### src/verilog/aecr_map.vh
// register offsets, field positions and reset values of the alert-enable and command bank
// assumes: byte-wide register port, write address even, read address = write address + 1
`ifndef AECR_MAP_VH
`define AECR_MAP_VH
// ==========================================
// write addresses (read address is one above)
`define AECR_BUF_ALERT_EN_ADDR 8'h2A
`define AECR_WD_ALERT_EN_ADDR 8'h2C
`define AECR_PIN_ALERT_EN_ADDR 8'h2E
`define AECR_CLR_TX_ADDR 8'h40
`define AECR_CLR_RX_ADDR 8'h42
`define AECR_CLR_LOCKSTEP_ADDR 8'h44
`define AECR_CLR_SEED_ADDR 8'h48
`define AECR_SW_RESET_ADDR 8'h4A
`define AECR_SLEEP_EN_ADDR 8'h4C
// ==========================================
// writable bit masks
`define AECR_BUF_ALERT_MASK 8'h88
`define AECR_WD_ALERT_MASK 8'h1F
`define AECR_PIN_ALERT_MASK 8'h0F
`define AECR_CMD_BIT 0
// ==========================================
// field positions inside the enable registers
`define AECR_BUF_FULL_BIT 7
`define AECR_LOCKSTEP_FULL_BIT 3
`define AECR_WD_TIMEOUT_BIT 4
`define AECR_WD_WINDOW_OPEN_BIT 3
`define AECR_WD_SEQUENCE_BIT 2
`define AECR_WD_REJECT_BIT 1
`define AECR_WD_EXPIRED_BIT 0
`define AECR_PIN4_BIT 3
`define AECR_PIN3_BIT 2
`define AECR_PIN2_BIT 1
`define AECR_PIN1_BIT 0
// ==========================================
// reset values
`define AECR_ALERT_EN_RESET 8'h00
`define AECR_CMD_RESET 8'h00
`endif

### src/verilog/aecr_cmd_gate.v
// command gate: decides whether a clear command is taken or refused
// assumes: busy and mode levels already synchronous to CLK
`timescale 1ns/1ps
`default_nettype none
module aecr_cmd_gate (
   input wire write_strobe, // one-cycle write of a command register
   input wire sleep_active, // sleep in progress
   input wire verify_active, // config verify in progress
   input wire load_active, // config load in progress
   input wire safe_mon_active, // safe monitoring mode
   output wire accept, // command takes effect
   output wire refuse // command refused, raises port error
);
   // ==========================================
   // any running process or safe mode blocks the command
   wire blocked;
   assign blocked = sleep_active | verify_active | load_active | safe_mon_active;
   assign accept = write_strobe & ~blocked;
   assign refuse = write_strobe & blocked;
endmodule // aecr_cmd_gate
`default_nettype wire

### src/verilog/aecr_alert_mask.v
// alert mask: gates status conditions by their enable bits
// assumes: status bits are levels on the CLK domain
`timescale 1ns/1ps
`default_nettype none
module aecr_alert_mask #(
   parameter WIDTH = 8 // number of status conditions
) (
   input wire [WIDTH-1:0] status, // raw status conditions
   input wire [WIDTH-1:0] enable, // per-condition enable
   output wire alert // any enabled condition present
);
   // ==========================================
   // masked conditions still stay in status; only the pin is gated
   assign alert = |(status & enable);
endmodule // aecr_alert_mask
`default_nettype wire

### src/verilog/aecr_bank.v
// alert-enable and one-shot command registers of the bridge's host register bank
// assumes: a serial port front end presents one-cycle byte write/read strobes on CLK;
// buffers, watchdog, sleep logic and the alert pin driver live outside this block.
// Contract
// clear-transmit command empties transmit buffer
// clear-transmit also zeroes transmit and load counts
// clear commands refused while busy; refusal flags error
// clear-receive command empties receive buffer
// seed clear ignored if queue nonzero; flags error
// software reset acts like power-on reset
// bit 0 one starts reset; pulse only
// enable bits gate status onto alert output
// ==========================================
// register map, write address / read address
// buffer_alert_enable 0x2A / 0x2B
//    bit 7 alert_buffer_full_alert_en
//    bit 3 lockstep_full_alert_en
// watchdog_alert_enable 0x2C / 0x2D
//    bit 4 watchdog_timeout_alert_en
//    bit 3 watchdog_window_open_alert_en
//    bit 2 watchdog_sequence_error_alert_en
//    bit 1 watchdog_reject_alert_en
//    bit 0 watchdog_expired_alert_en
// pin_fault_alert_enable 0x2E / 0x2F
//    bit 3 pin4_fault_alert_en
//    bit 2 pin3_fault_alert_en
//    bit 1 pin2_fault_alert_en
//    bit 0 pin1_fault_alert_en
// clear_transmit_buffer_cmd 0x40, write only, any data
// clear_receive_buffer_cmd 0x42, write only, any data
// clear_lockstep_machine_cmd 0x44, write only, any data
// clear_alive_seed_cmd 0x48, write only, any data
// software_reset_cmd 0x4A, bit 0, pulse, reads back 0
// sleep_enable_cmd 0x4C, bit 0, level, also cleared on sleep exit
// ==========================================
// limitations
// reserved enable bits ignore writes and read 0, so 0xFF is safe
// a refusal is judged on the busy levels of the write cycle only;
//    a process starting in that same cycle already blocks the command
// the software reset pulse only asks for a reset; the reset
//    generator outside must pull RESETN low in turn
// queue, seed and buffer contents live outside; this bank only pulses
// the clear pulses carry no data, so the far side must act on the
//    single cycle in which they stand
`timescale 1ns/1ps
`default_nettype none
`include "aecr_map.vh"
module aecr_bank (
   input wire CLK, // core clock, 40 MHz
   input wire RESETN, // synchronous power-on reset, active low
   input wire WR_EN, // one-cycle register write strobe
   input wire RD_EN, // one-cycle register read strobe
   input wire [7:0] ADDR, // register address (write even, read odd)
   input wire [7:0] WDATA, // write data
   output reg [7:0] RDATA, // read data, valid cycle after RD_EN
   input wire SLEEP_ACTIVE, // sleep process running
   input wire VERIFY_ACTIVE, // config verify running
   input wire LOAD_ACTIVE, // config load running
   input wire SAFE_MON_ACTIVE, // safe monitoring mode
   input wire SLEEP_EXIT, // sleep exit seen, clears sleep enable
   input wire ALIVE_QUEUE_NONZERO, // alive-counter queue count not zero
   input wire [7:0] BUF_STATUS, // buffer status conditions
   input wire [7:0] WD_STATUS, // watchdog status conditions
   input wire [7:0] PIN_STATUS, // pin fault status conditions
   output reg CLEAR_TX_BUFFER, // pulse: empty transmit buffer
   output reg CLEAR_TX_COUNTS, // pulse: zero transmit and load queue counts
   output reg CLEAR_RX_BUFFER, // pulse: empty receive buffer
   output reg CLEAR_LOCKSTEP, // pulse: reset lock-step machine
   output reg CLEAR_ALIVE_SEED, // pulse: zero alive seed
   output reg ALIVE_ERROR_SET, // pulse: set alive error flag
   output reg SERIAL_PORT_ERROR_SET, // pulse: set serial port error flag
   output reg SOFTWARE_RESET, // pulse: device-wide power-on reset
   output reg SLEEP_ENABLE, // sleep request level
   output wire BUF_ALERT, // buffer alert request
   output wire WD_ALERT, // watchdog alert request
   output wire PIN_ALERT // pin fault alert request
);
   // ==========================================
   // enable registers
   reg [7:0] buffer_alert_enable;
   reg [7:0] watchdog_alert_enable;
   reg [7:0] pin_fault_alert_enable;

   // ==========================================
   // address match, shared by every write decode
   function addr_hit(input [7:0] bus_addr, input [7:0] target);
      addr_hit = (bus_addr == target);
   endfunction

   // read address sits one above the write address; eight bits on
   // purpose, no register of this bank lives near the top of the map
   function [7:0] read_addr(input [7:0] wr_addr);
      read_addr = wr_addr + 8'h01;
   endfunction

   // ==========================================
   // write decode
   wire wr_buf_en;
   wire wr_wd_en;
   wire wr_pin_en;
   wire wr_clr_tx;
   wire wr_clr_rx;
   wire wr_clr_ls;
   wire wr_clr_seed;
   wire wr_swrst;
   wire wr_sleep;
   wire cmd_one;
   assign cmd_one = WDATA[`AECR_CMD_BIT];
   assign wr_buf_en = WR_EN & addr_hit(ADDR, `AECR_BUF_ALERT_EN_ADDR);
   assign wr_wd_en = WR_EN & addr_hit(ADDR, `AECR_WD_ALERT_EN_ADDR);
   assign wr_pin_en = WR_EN & addr_hit(ADDR, `AECR_PIN_ALERT_EN_ADDR);
   assign wr_clr_tx = WR_EN & addr_hit(ADDR, `AECR_CLR_TX_ADDR);
   assign wr_clr_rx = WR_EN & addr_hit(ADDR, `AECR_CLR_RX_ADDR);
   assign wr_clr_ls = WR_EN & addr_hit(ADDR, `AECR_CLR_LOCKSTEP_ADDR);
   assign wr_clr_seed = WR_EN & addr_hit(ADDR, `AECR_CLR_SEED_ADDR);
   assign wr_swrst = WR_EN & addr_hit(ADDR, `AECR_SW_RESET_ADDR);
   assign wr_sleep = WR_EN & addr_hit(ADDR, `AECR_SLEEP_EN_ADDR);

   // ==========================================
   // gating of commands; sleep itself does not block the sleep bit
   // (clearing it is how the host leaves sleep)
   wire any_clear;
   wire clr_accept;
   wire clr_refuse;
   wire sleep_blocked;
   assign any_clear = wr_clr_tx | wr_clr_rx | wr_clr_ls | wr_clr_seed;
   aecr_cmd_gate u_gate (
      .write_strobe(any_clear),
      .sleep_active(SLEEP_ACTIVE),
      .verify_active(VERIFY_ACTIVE),
      .load_active(LOAD_ACTIVE),
      .safe_mon_active(SAFE_MON_ACTIVE),
      .accept(clr_accept),
      .refuse(clr_refuse)
   );
   assign sleep_blocked = VERIFY_ACTIVE | LOAD_ACTIVE | SAFE_MON_ACTIVE;

   // ==========================================
   // enable registers, reserved bits held at zero
   always @(posedge CLK) begin
      if (!RESETN) begin
         buffer_alert_enable <= `AECR_ALERT_EN_RESET;
         watchdog_alert_enable <= `AECR_ALERT_EN_RESET;
         pin_fault_alert_enable <= `AECR_ALERT_EN_RESET;
      end else begin
         if (wr_buf_en) begin
            buffer_alert_enable <= WDATA & `AECR_BUF_ALERT_MASK;
         end
         if (wr_wd_en) begin
            watchdog_alert_enable <= WDATA & `AECR_WD_ALERT_MASK;
         end
         if (wr_pin_en) begin
            pin_fault_alert_enable <= WDATA & `AECR_PIN_ALERT_MASK;
         end
      end
   end

   // ==========================================
   // next values of the command pulses, kept apart from the flops
   // so each accept or refuse decision reads in one place
   reg next_clear_tx;
   reg next_clear_rx;
   reg next_clear_ls;
   reg next_clear_seed;
   reg next_alive_err;
   reg next_port_err;
   reg next_sw_reset;
   always @* begin
      next_clear_tx = clr_accept & wr_clr_tx;
      next_clear_rx = clr_accept & wr_clr_rx;
      next_clear_ls = clr_accept & wr_clr_ls;
      // a queue still in use turns the seed clear into an error report
      next_clear_seed = clr_accept & wr_clr_seed & ~ALIVE_QUEUE_NONZERO;
      next_alive_err = clr_accept & wr_clr_seed & ALIVE_QUEUE_NONZERO;
      // a refused sleep write reports through the same flag
      next_port_err = clr_refuse | (wr_sleep & sleep_blocked);
      // writing 0 does nothing
      next_sw_reset = wr_swrst & cmd_one;
   end

   // ==========================================
   // one-shot command pulses, each high for exactly one cycle
   always @(posedge CLK) begin
      if (!RESETN) begin
         CLEAR_TX_BUFFER <= 1'b0;
         CLEAR_TX_COUNTS <= 1'b0;
         CLEAR_RX_BUFFER <= 1'b0;
         CLEAR_LOCKSTEP <= 1'b0;
         CLEAR_ALIVE_SEED <= 1'b0;
         ALIVE_ERROR_SET <= 1'b0;
         SERIAL_PORT_ERROR_SET <= 1'b0;
         SOFTWARE_RESET <= 1'b0;
      end else begin
         CLEAR_TX_BUFFER <= next_clear_tx;
         CLEAR_TX_COUNTS <= next_clear_tx;
         CLEAR_RX_BUFFER <= next_clear_rx;
         CLEAR_LOCKSTEP <= next_clear_ls;
         CLEAR_ALIVE_SEED <= next_clear_seed;
         ALIVE_ERROR_SET <= next_alive_err;
         SERIAL_PORT_ERROR_SET <= next_port_err;
         // the bit never holds, so it reads back 0
         SOFTWARE_RESET <= next_sw_reset;
      end
   end

   // ==========================================
   // sleep enable: set by host, cleared by host or on sleep exit
   // a host write and an exit in one cycle: the write wins, the host asked last
   always @(posedge CLK) begin
      if (!RESETN) begin
         SLEEP_ENABLE <= 1'b0;
      end else if (wr_sleep & ~sleep_blocked) begin
         SLEEP_ENABLE <= cmd_one;
      end else if (SLEEP_EXIT) begin
         SLEEP_ENABLE <= 1'b0;
      end
   end

   // ==========================================
   // read path; command-only registers read zero
   // reads have no side effect, so the host may poll freely
   reg [7:0] next_rdata;
   always @* begin
      next_rdata = 8'h00;
      case (ADDR)
         read_addr(`AECR_BUF_ALERT_EN_ADDR): next_rdata = buffer_alert_enable;
         read_addr(`AECR_WD_ALERT_EN_ADDR): next_rdata = watchdog_alert_enable;
         read_addr(`AECR_PIN_ALERT_EN_ADDR): next_rdata = pin_fault_alert_enable;
         read_addr(`AECR_SLEEP_EN_ADDR): next_rdata = {7'h00, SLEEP_ENABLE};
         default: next_rdata = 8'h00;
      endcase
   end

   always @(posedge CLK) begin
      if (!RESETN) begin
         RDATA <= 8'h00;
      end else if (RD_EN) begin
         RDATA <= next_rdata;
      end
   end

   // ==========================================
   // named enable fields; the masks are fed from these alone, so a
   // reserved bit could never reach an alert even if a flop held one
   wire alert_buffer_full_alert_en;
   wire lockstep_full_alert_en;
   wire watchdog_timeout_alert_en;
   wire watchdog_window_open_alert_en;
   wire watchdog_sequence_error_alert_en;
   wire watchdog_reject_alert_en;
   wire watchdog_expired_alert_en;
   wire pin1_fault_alert_en;
   wire pin2_fault_alert_en;
   wire pin3_fault_alert_en;
   wire pin4_fault_alert_en;
   assign alert_buffer_full_alert_en = buffer_alert_enable[`AECR_BUF_FULL_BIT];
   assign lockstep_full_alert_en = buffer_alert_enable[`AECR_LOCKSTEP_FULL_BIT];
   assign watchdog_timeout_alert_en = watchdog_alert_enable[`AECR_WD_TIMEOUT_BIT];
   assign watchdog_window_open_alert_en = watchdog_alert_enable[`AECR_WD_WINDOW_OPEN_BIT];
   assign watchdog_sequence_error_alert_en = watchdog_alert_enable[`AECR_WD_SEQUENCE_BIT];
   assign watchdog_reject_alert_en = watchdog_alert_enable[`AECR_WD_REJECT_BIT];
   assign watchdog_expired_alert_en = watchdog_alert_enable[`AECR_WD_EXPIRED_BIT];
   assign pin1_fault_alert_en = pin_fault_alert_enable[`AECR_PIN1_BIT];
   assign pin2_fault_alert_en = pin_fault_alert_enable[`AECR_PIN2_BIT];
   assign pin3_fault_alert_en = pin_fault_alert_enable[`AECR_PIN3_BIT];
   assign pin4_fault_alert_en = pin_fault_alert_enable[`AECR_PIN4_BIT];

   // ==========================================
   // enable vectors, each field at the bit of its status condition
   reg [7:0] buf_enable_bits;
   reg [7:0] wd_enable_bits;
   reg [7:0] pin_enable_bits;
   always @* begin
      buf_enable_bits = 8'h00;
      wd_enable_bits = 8'h00;
      pin_enable_bits = 8'h00;
      buf_enable_bits[`AECR_BUF_FULL_BIT] = alert_buffer_full_alert_en;
      buf_enable_bits[`AECR_LOCKSTEP_FULL_BIT] = lockstep_full_alert_en;
      wd_enable_bits[`AECR_WD_TIMEOUT_BIT] = watchdog_timeout_alert_en;
      wd_enable_bits[`AECR_WD_WINDOW_OPEN_BIT] = watchdog_window_open_alert_en;
      wd_enable_bits[`AECR_WD_SEQUENCE_BIT] = watchdog_sequence_error_alert_en;
      wd_enable_bits[`AECR_WD_REJECT_BIT] = watchdog_reject_alert_en;
      wd_enable_bits[`AECR_WD_EXPIRED_BIT] = watchdog_expired_alert_en;
      pin_enable_bits[`AECR_PIN1_BIT] = pin1_fault_alert_en;
      pin_enable_bits[`AECR_PIN2_BIT] = pin2_fault_alert_en;
      pin_enable_bits[`AECR_PIN3_BIT] = pin3_fault_alert_en;
      pin_enable_bits[`AECR_PIN4_BIT] = pin4_fault_alert_en;
   end

   // ==========================================
   // alert gating per group
   aecr_alert_mask #(.WIDTH(8)) u_buf_mask (
      .status(BUF_STATUS),
      .enable(buf_enable_bits),
      .alert(BUF_ALERT)
   );
   aecr_alert_mask #(.WIDTH(8)) u_wd_mask (
      .status(WD_STATUS),
      .enable(wd_enable_bits),
      .alert(WD_ALERT)
   );
   aecr_alert_mask #(.WIDTH(8)) u_pin_mask (
      .status(PIN_STATUS),
      .enable(pin_enable_bits),
      .alert(PIN_ALERT)
   );
endmodule // aecr_bank
`default_nettype wire

### config.mk
export PLATFORM = sky130hd
export DESIGN_NAME = aecr_bank
export DESIGN_NICKNAME = d
export VERILOG_FILES = /design/src/verilog/aecr_cmd_gate.v /design/src/verilog/aecr_alert_mask.v /design/src/verilog/aecr_bank.v
export VERILOG_INCLUDE_DIRS = /design/src /design/src/verilog
export SDC_FILE = /design/constraint.sdc
export NUM_CORES = 1
export LEC_CHECK = 0
export ABC_AREA = 1
export CAP_MARGIN = 20
export CORE_UTILIZATION = 65
export CTS_CLUSTER_DIAMETER = 40
export DETAILED_ROUTE_END_ITERATION = 8
export DONT_BUFFER_PORTS = 1
export GPL_TIMING_DRIVEN = 0
export HOLD_SLACK_MARGIN = 0.06
export MAX_ROUTING_LAYER = met4
export PLACE_DENSITY = 0.83
export SYNTH_ARGS = -nofsm -noshare
export SYNTH_HDL_FRONTEND = slang
export SYNTH_HIERARCHICAL = 1
export SYNTH_SLANG_ARGS = --single-unit
### constraint.sdc
create_clock -name CLK -period 3.8 [get_ports CLK]
set_clock_uncertainty 0.1 [all_clocks]
set_input_delay 0.19 -clock CLK [delete_from_list [all_inputs] [get_ports CLK]]
set_output_delay 0.19 -clock CLK [all_outputs]
set_load 0.02 [all_outputs]
==> run_results.csv <==
group,metric,value,unit
sta,period_needed,2490,ps
finish,layout-area-overhead-vs-synth,20.5,%
drt,routed_wire_length_per_instance,12.2,µm
floorplanning,row_count,16,
sta,final.setup.worst_slack,1310,ps
power_and_ir_drop,pwr_density_cell,277,mW/mm²
synth,synth_area_leaders,"dfxtp_1 37%, nand2_1 15%, nor2_1 8.4%",
power_and_ir_drop,ir_worst_vdd,0.211,mV
floorplanning,core-area,0.00194,mm²
synth,flip_flop_and_latch_count_after_synthesis,25,
clock_tree,cts.repair_timing.setup_buffer_count,0,
worst_setup_path,end_kind,"flop",
drt,wirelength,3270,µm
grt,grt_overflow_total,0,
drt,drt_iter0_drc,42,
grt,grt_antenna_before_repair,0,
sta,final-setup-viol-count,0,
min_path,holdCritPathClass,"in -> reg",
power_and_ir_drop,p_int,326,µW
clock_tree,clock_sinks,25,
floorplanning,fp.dieArea,0.00225,mm²
sta,finalSetupTns,0,ps
synth,synth_area_leader_cell,"dfxtp_1",
clock_tree,clock_tree.buffer_depth,2,
synth,synth_enable_flop_cells,0,
power_and_ir_drop,leakagePower,0.000753,µW
clock_tree,ctsRootBufferMaster,"clkbuf_4",
drt,routed_via_density,5.27,
synth,netlist_instances,206,
drt,routed-via-count,1408,
synth,syn_area,0.00134,mm²
floorplanning,dieWidth,47.4,µm
clock_tree,clk_transition_reported_paths,140,ps
synth,most_common_flop_cell_mapped_by_yosys,"dfxtp_1",
sta,max_freq,0.401,GHz
grt,pin_count_of_the_biggest_net_entering_global_routing,15,
clock_tree,clock_insertion_delay_worst_skew,320,ps
synth,netlist.area_leader.share,37.4,%
drt,firstDrtPassIters,4,
drt,drtAntennaViolNets,0,
grt,grt_pass1_wl,4840,µm
sta,report.final.slew_viol_count,0,
power_and_ir_drop,net-switching-power,120,µW
grt,via_count_of_the_first_global_routing_pass,1250,
sta,final.period_utilization,65.7,%
outcome,run_status,"completed",
place,hpwl_detailed,2450,µm
synth,syn_avg_cell_area,6.50,µm²
synth,yosys.cell_types.count,23,
floorplanning,initial_utilization,68.9,%
synth,yosysMostFrequentCell,"nand2_1",
clock_tree,tritoncts.num_buffers,3,
worst_setup_path,critPathKind,"in -> reg",
drt,drc_errors,0,
grt,global_route.usage.total,31.4,%
worst_setup_path,critPathRequiredTime,3970,ps
place,numPortBuffers,0,
clock_tree,post_cts_resize_count,0,
job,drv_cap,0,
floorplanning,boundary_pins,70,
synth,synth-seq-area-share,37.4,%
power_and_ir_drop,p_comb_share,13.3,%
sta,rsz0062_at_grt,"false",
power_and_ir_drop,power_switching_share,27.0,%
synth,post_synth_most_frequent_cells,"55 x nand2_1, 30 x nor2_1, 25 x dfxtp_1, 20 x nand3_1, 17 x inv_1",
finish,design.final.nets,291,
worst_setup_path,worst_setup_path_start_kind,"input pin",
synth,async_flop_share,0,%
grt,gr-usage-met2,57.5,%
sta,hold_viol_final,0,
finish,diodes,0,
place,placement.setup.worst_slack,2020,ps
power_and_ir_drop,seqPwrFrac,59.5,%
power_and_ir_drop,p_clk_share,27.2,%
grt,grt_most_used_layer,"met2",
finish,drive_above_1_share,9.17,%
place,gp_routability_congestion,0.886,
grt,grt.met3_usage,4.62,%
clock_tree,cts-htree-levels,1,
synth,yosys_warns,6,
grt,gr-usage-met1,33.4,%
worst_setup_path,critical_path_peak_fanout,6,
clock_tree,cts_tree,"yes",
worst_setup_path,critPathArrivalTime,2670,ps
floorplanning,chipHeight,47.4,µm
==> power by group through the flow <==
stage	sequential, µW	clock (µW)	combinational [µW]
CTS	266	119	57.4
global placement	271	0	42.5
detailed placement	271	0	43.7
floorplan	271	0	38.8
global route	266	129	66.8
finish	266	121	59.3
==> layout by cell type, fill, tap and decap left out <==
| master | Yosys | final |
|---|---|---|
| nand2_1 | 55 | 55 |
| nor2_1 | 30 | 30 |
| dfxtp_1 | 25 | 25 |
| nand3_1 | 20 | 20 |
| inv_1 | 17 | 17 |
| dlygate4sd3_1 | 0 | 16 |
| conb_1 | 1 | 15 |
| o21ai_0 | 14 | 14 |
| nor3_1 | 9 | 9 |
| a21oi_1 | 7 | 7 |
| buf_4 | 5 | 5 |
| nand2_2 | 4 | 4 |
| nor2_4 | 4 | 4 |
| inv_2 | 3 | 3 |
| clkbuf_4 | 0 | 3 |
| clkbuf_1 | 2 | 2 |
| nor4_1 | 2 | 2 |
| or2_1 | 1 | 1 |
| o211ai_1 | 1 | 1 |
| nor3_4 | 1 | 1 |
| nor3b_1 | 1 | 1 |
| o21a_1 | 1 | 1 |
| nand4_1 | 1 | 1 |
| o21ai_1 | 1 | 1 |
| nor2_2 | 1 | 1 |
| clkinv_2 | 0 | 1 |
==> area by class of cell <==
| type | count | area, µm² |
|---|---|---|
| flip-flops and latches | 25 | 500 |
| fillers | 134 | 329 |
| plain buffers | 7 | 45.0 |
| repair buffers | 16 | 160 |
| clock buffers | 3 | 22.5 |
| clock inverters | 1 | 5.00 |
| inverters | 20 | 75.1 |
| multi-input cells | 168 | 771 |
| well taps | 27 | 33.8 |
==> repair_timing <==
action                                 4_1_cts  5_1_grt
endpoints found under the hold margin       21        0
setup endpoints to repair                    0        0
hold buffers                                16        0
==> flip-flops by register name, summed over array words and instances, names as in the netlist <==
register and count:
CLEAR_TX_COUNTS 1, SERIAL_PORT_ERROR_SET 1, CLEAR_LOCKSTEP 1, pin_fault_alert_enable 4
SOFTWARE_RESET 1, CLEAR_RX_BUFFER 1, ALIVE_ERROR_SET 1, CLEAR_ALIVE_SEED 1
SLEEP_ENABLE 1, RDATA 6, buffer_alert_enable 2, watchdog_alert_enable 5
==> routing by layer <==
| metal | part of all wire (%) | vias to the layer above |
|---|---|---|
| li1 | - | 710 |
| met1 | 38 | 614 |
| met2 | 51 | 75 |
| met3 | 9.4 | 9 |
| met4 | 2.0 | 0 |
| met5 | 0 | - |
==> per-stage QoR <==
stage | util (%) | area [µm²] | std cells | total power, µW | hold WS [ps]
3_5_place_dp | 73.4 | 1430 | 247 | 315 | 172
6_report | 83.1 | 1610 | 267 | 446 | 66.5
2_1_floorplan | - | 1390 | 220 | 310 | 169
5_1_grt | 83.1 | 1610 | 267 | 462 | 77.3
3_3_place_gp | 73.4 | 1430 | 247 | 314 | 171
4_1_cts | 83.1 | 1610 | 267 | 442 | 65.6
==> worst max-delay path, stage by stage <==
cell and delay [ps]:
dlygate4sd3_1 540, nand2_2 70, nor2_4 170, inv_2 50, or2_1 250, o211ai_1 210, inv_1 90, nor2_1 120
nand2_1 140, nor4_1 250, dlygate4sd3_1 570
==> cells by family after synthesis <==
family | share of synthesized area (%)
buffers and inverters | 8.97
and+or+nand+nor | 44.0
other | 0.280
AOI/OAI and AO/OA | 9.35
DFF | 37.4
==> path summary, 6_finish.rpt <==
kind | cells after the start | endpoint | slack (ps) | from
worst max-delay path | 11 | CLEAR_LOCKSTEP$_SDFF_PN0_ | 1310 | ADDR[6]
worst min-delay path | 4 | RDATA[4]$_SDFFE_PN0P_ | 70 | ADDR[0]
worst max register to register | 4 | RDATA[0]$_SDFFE_PN0P_ | 2770 | SLEEP_ENABLE$_SDFFE_PN0P_
worst min register to register | 2 | buffer_alert_enable[3]$_SDFFE_PN0P_ | 420 | buffer_alert_enable[3]$_SDFFE_PN0P_
No activity file was read; power rests on OpenSTA's default activity.
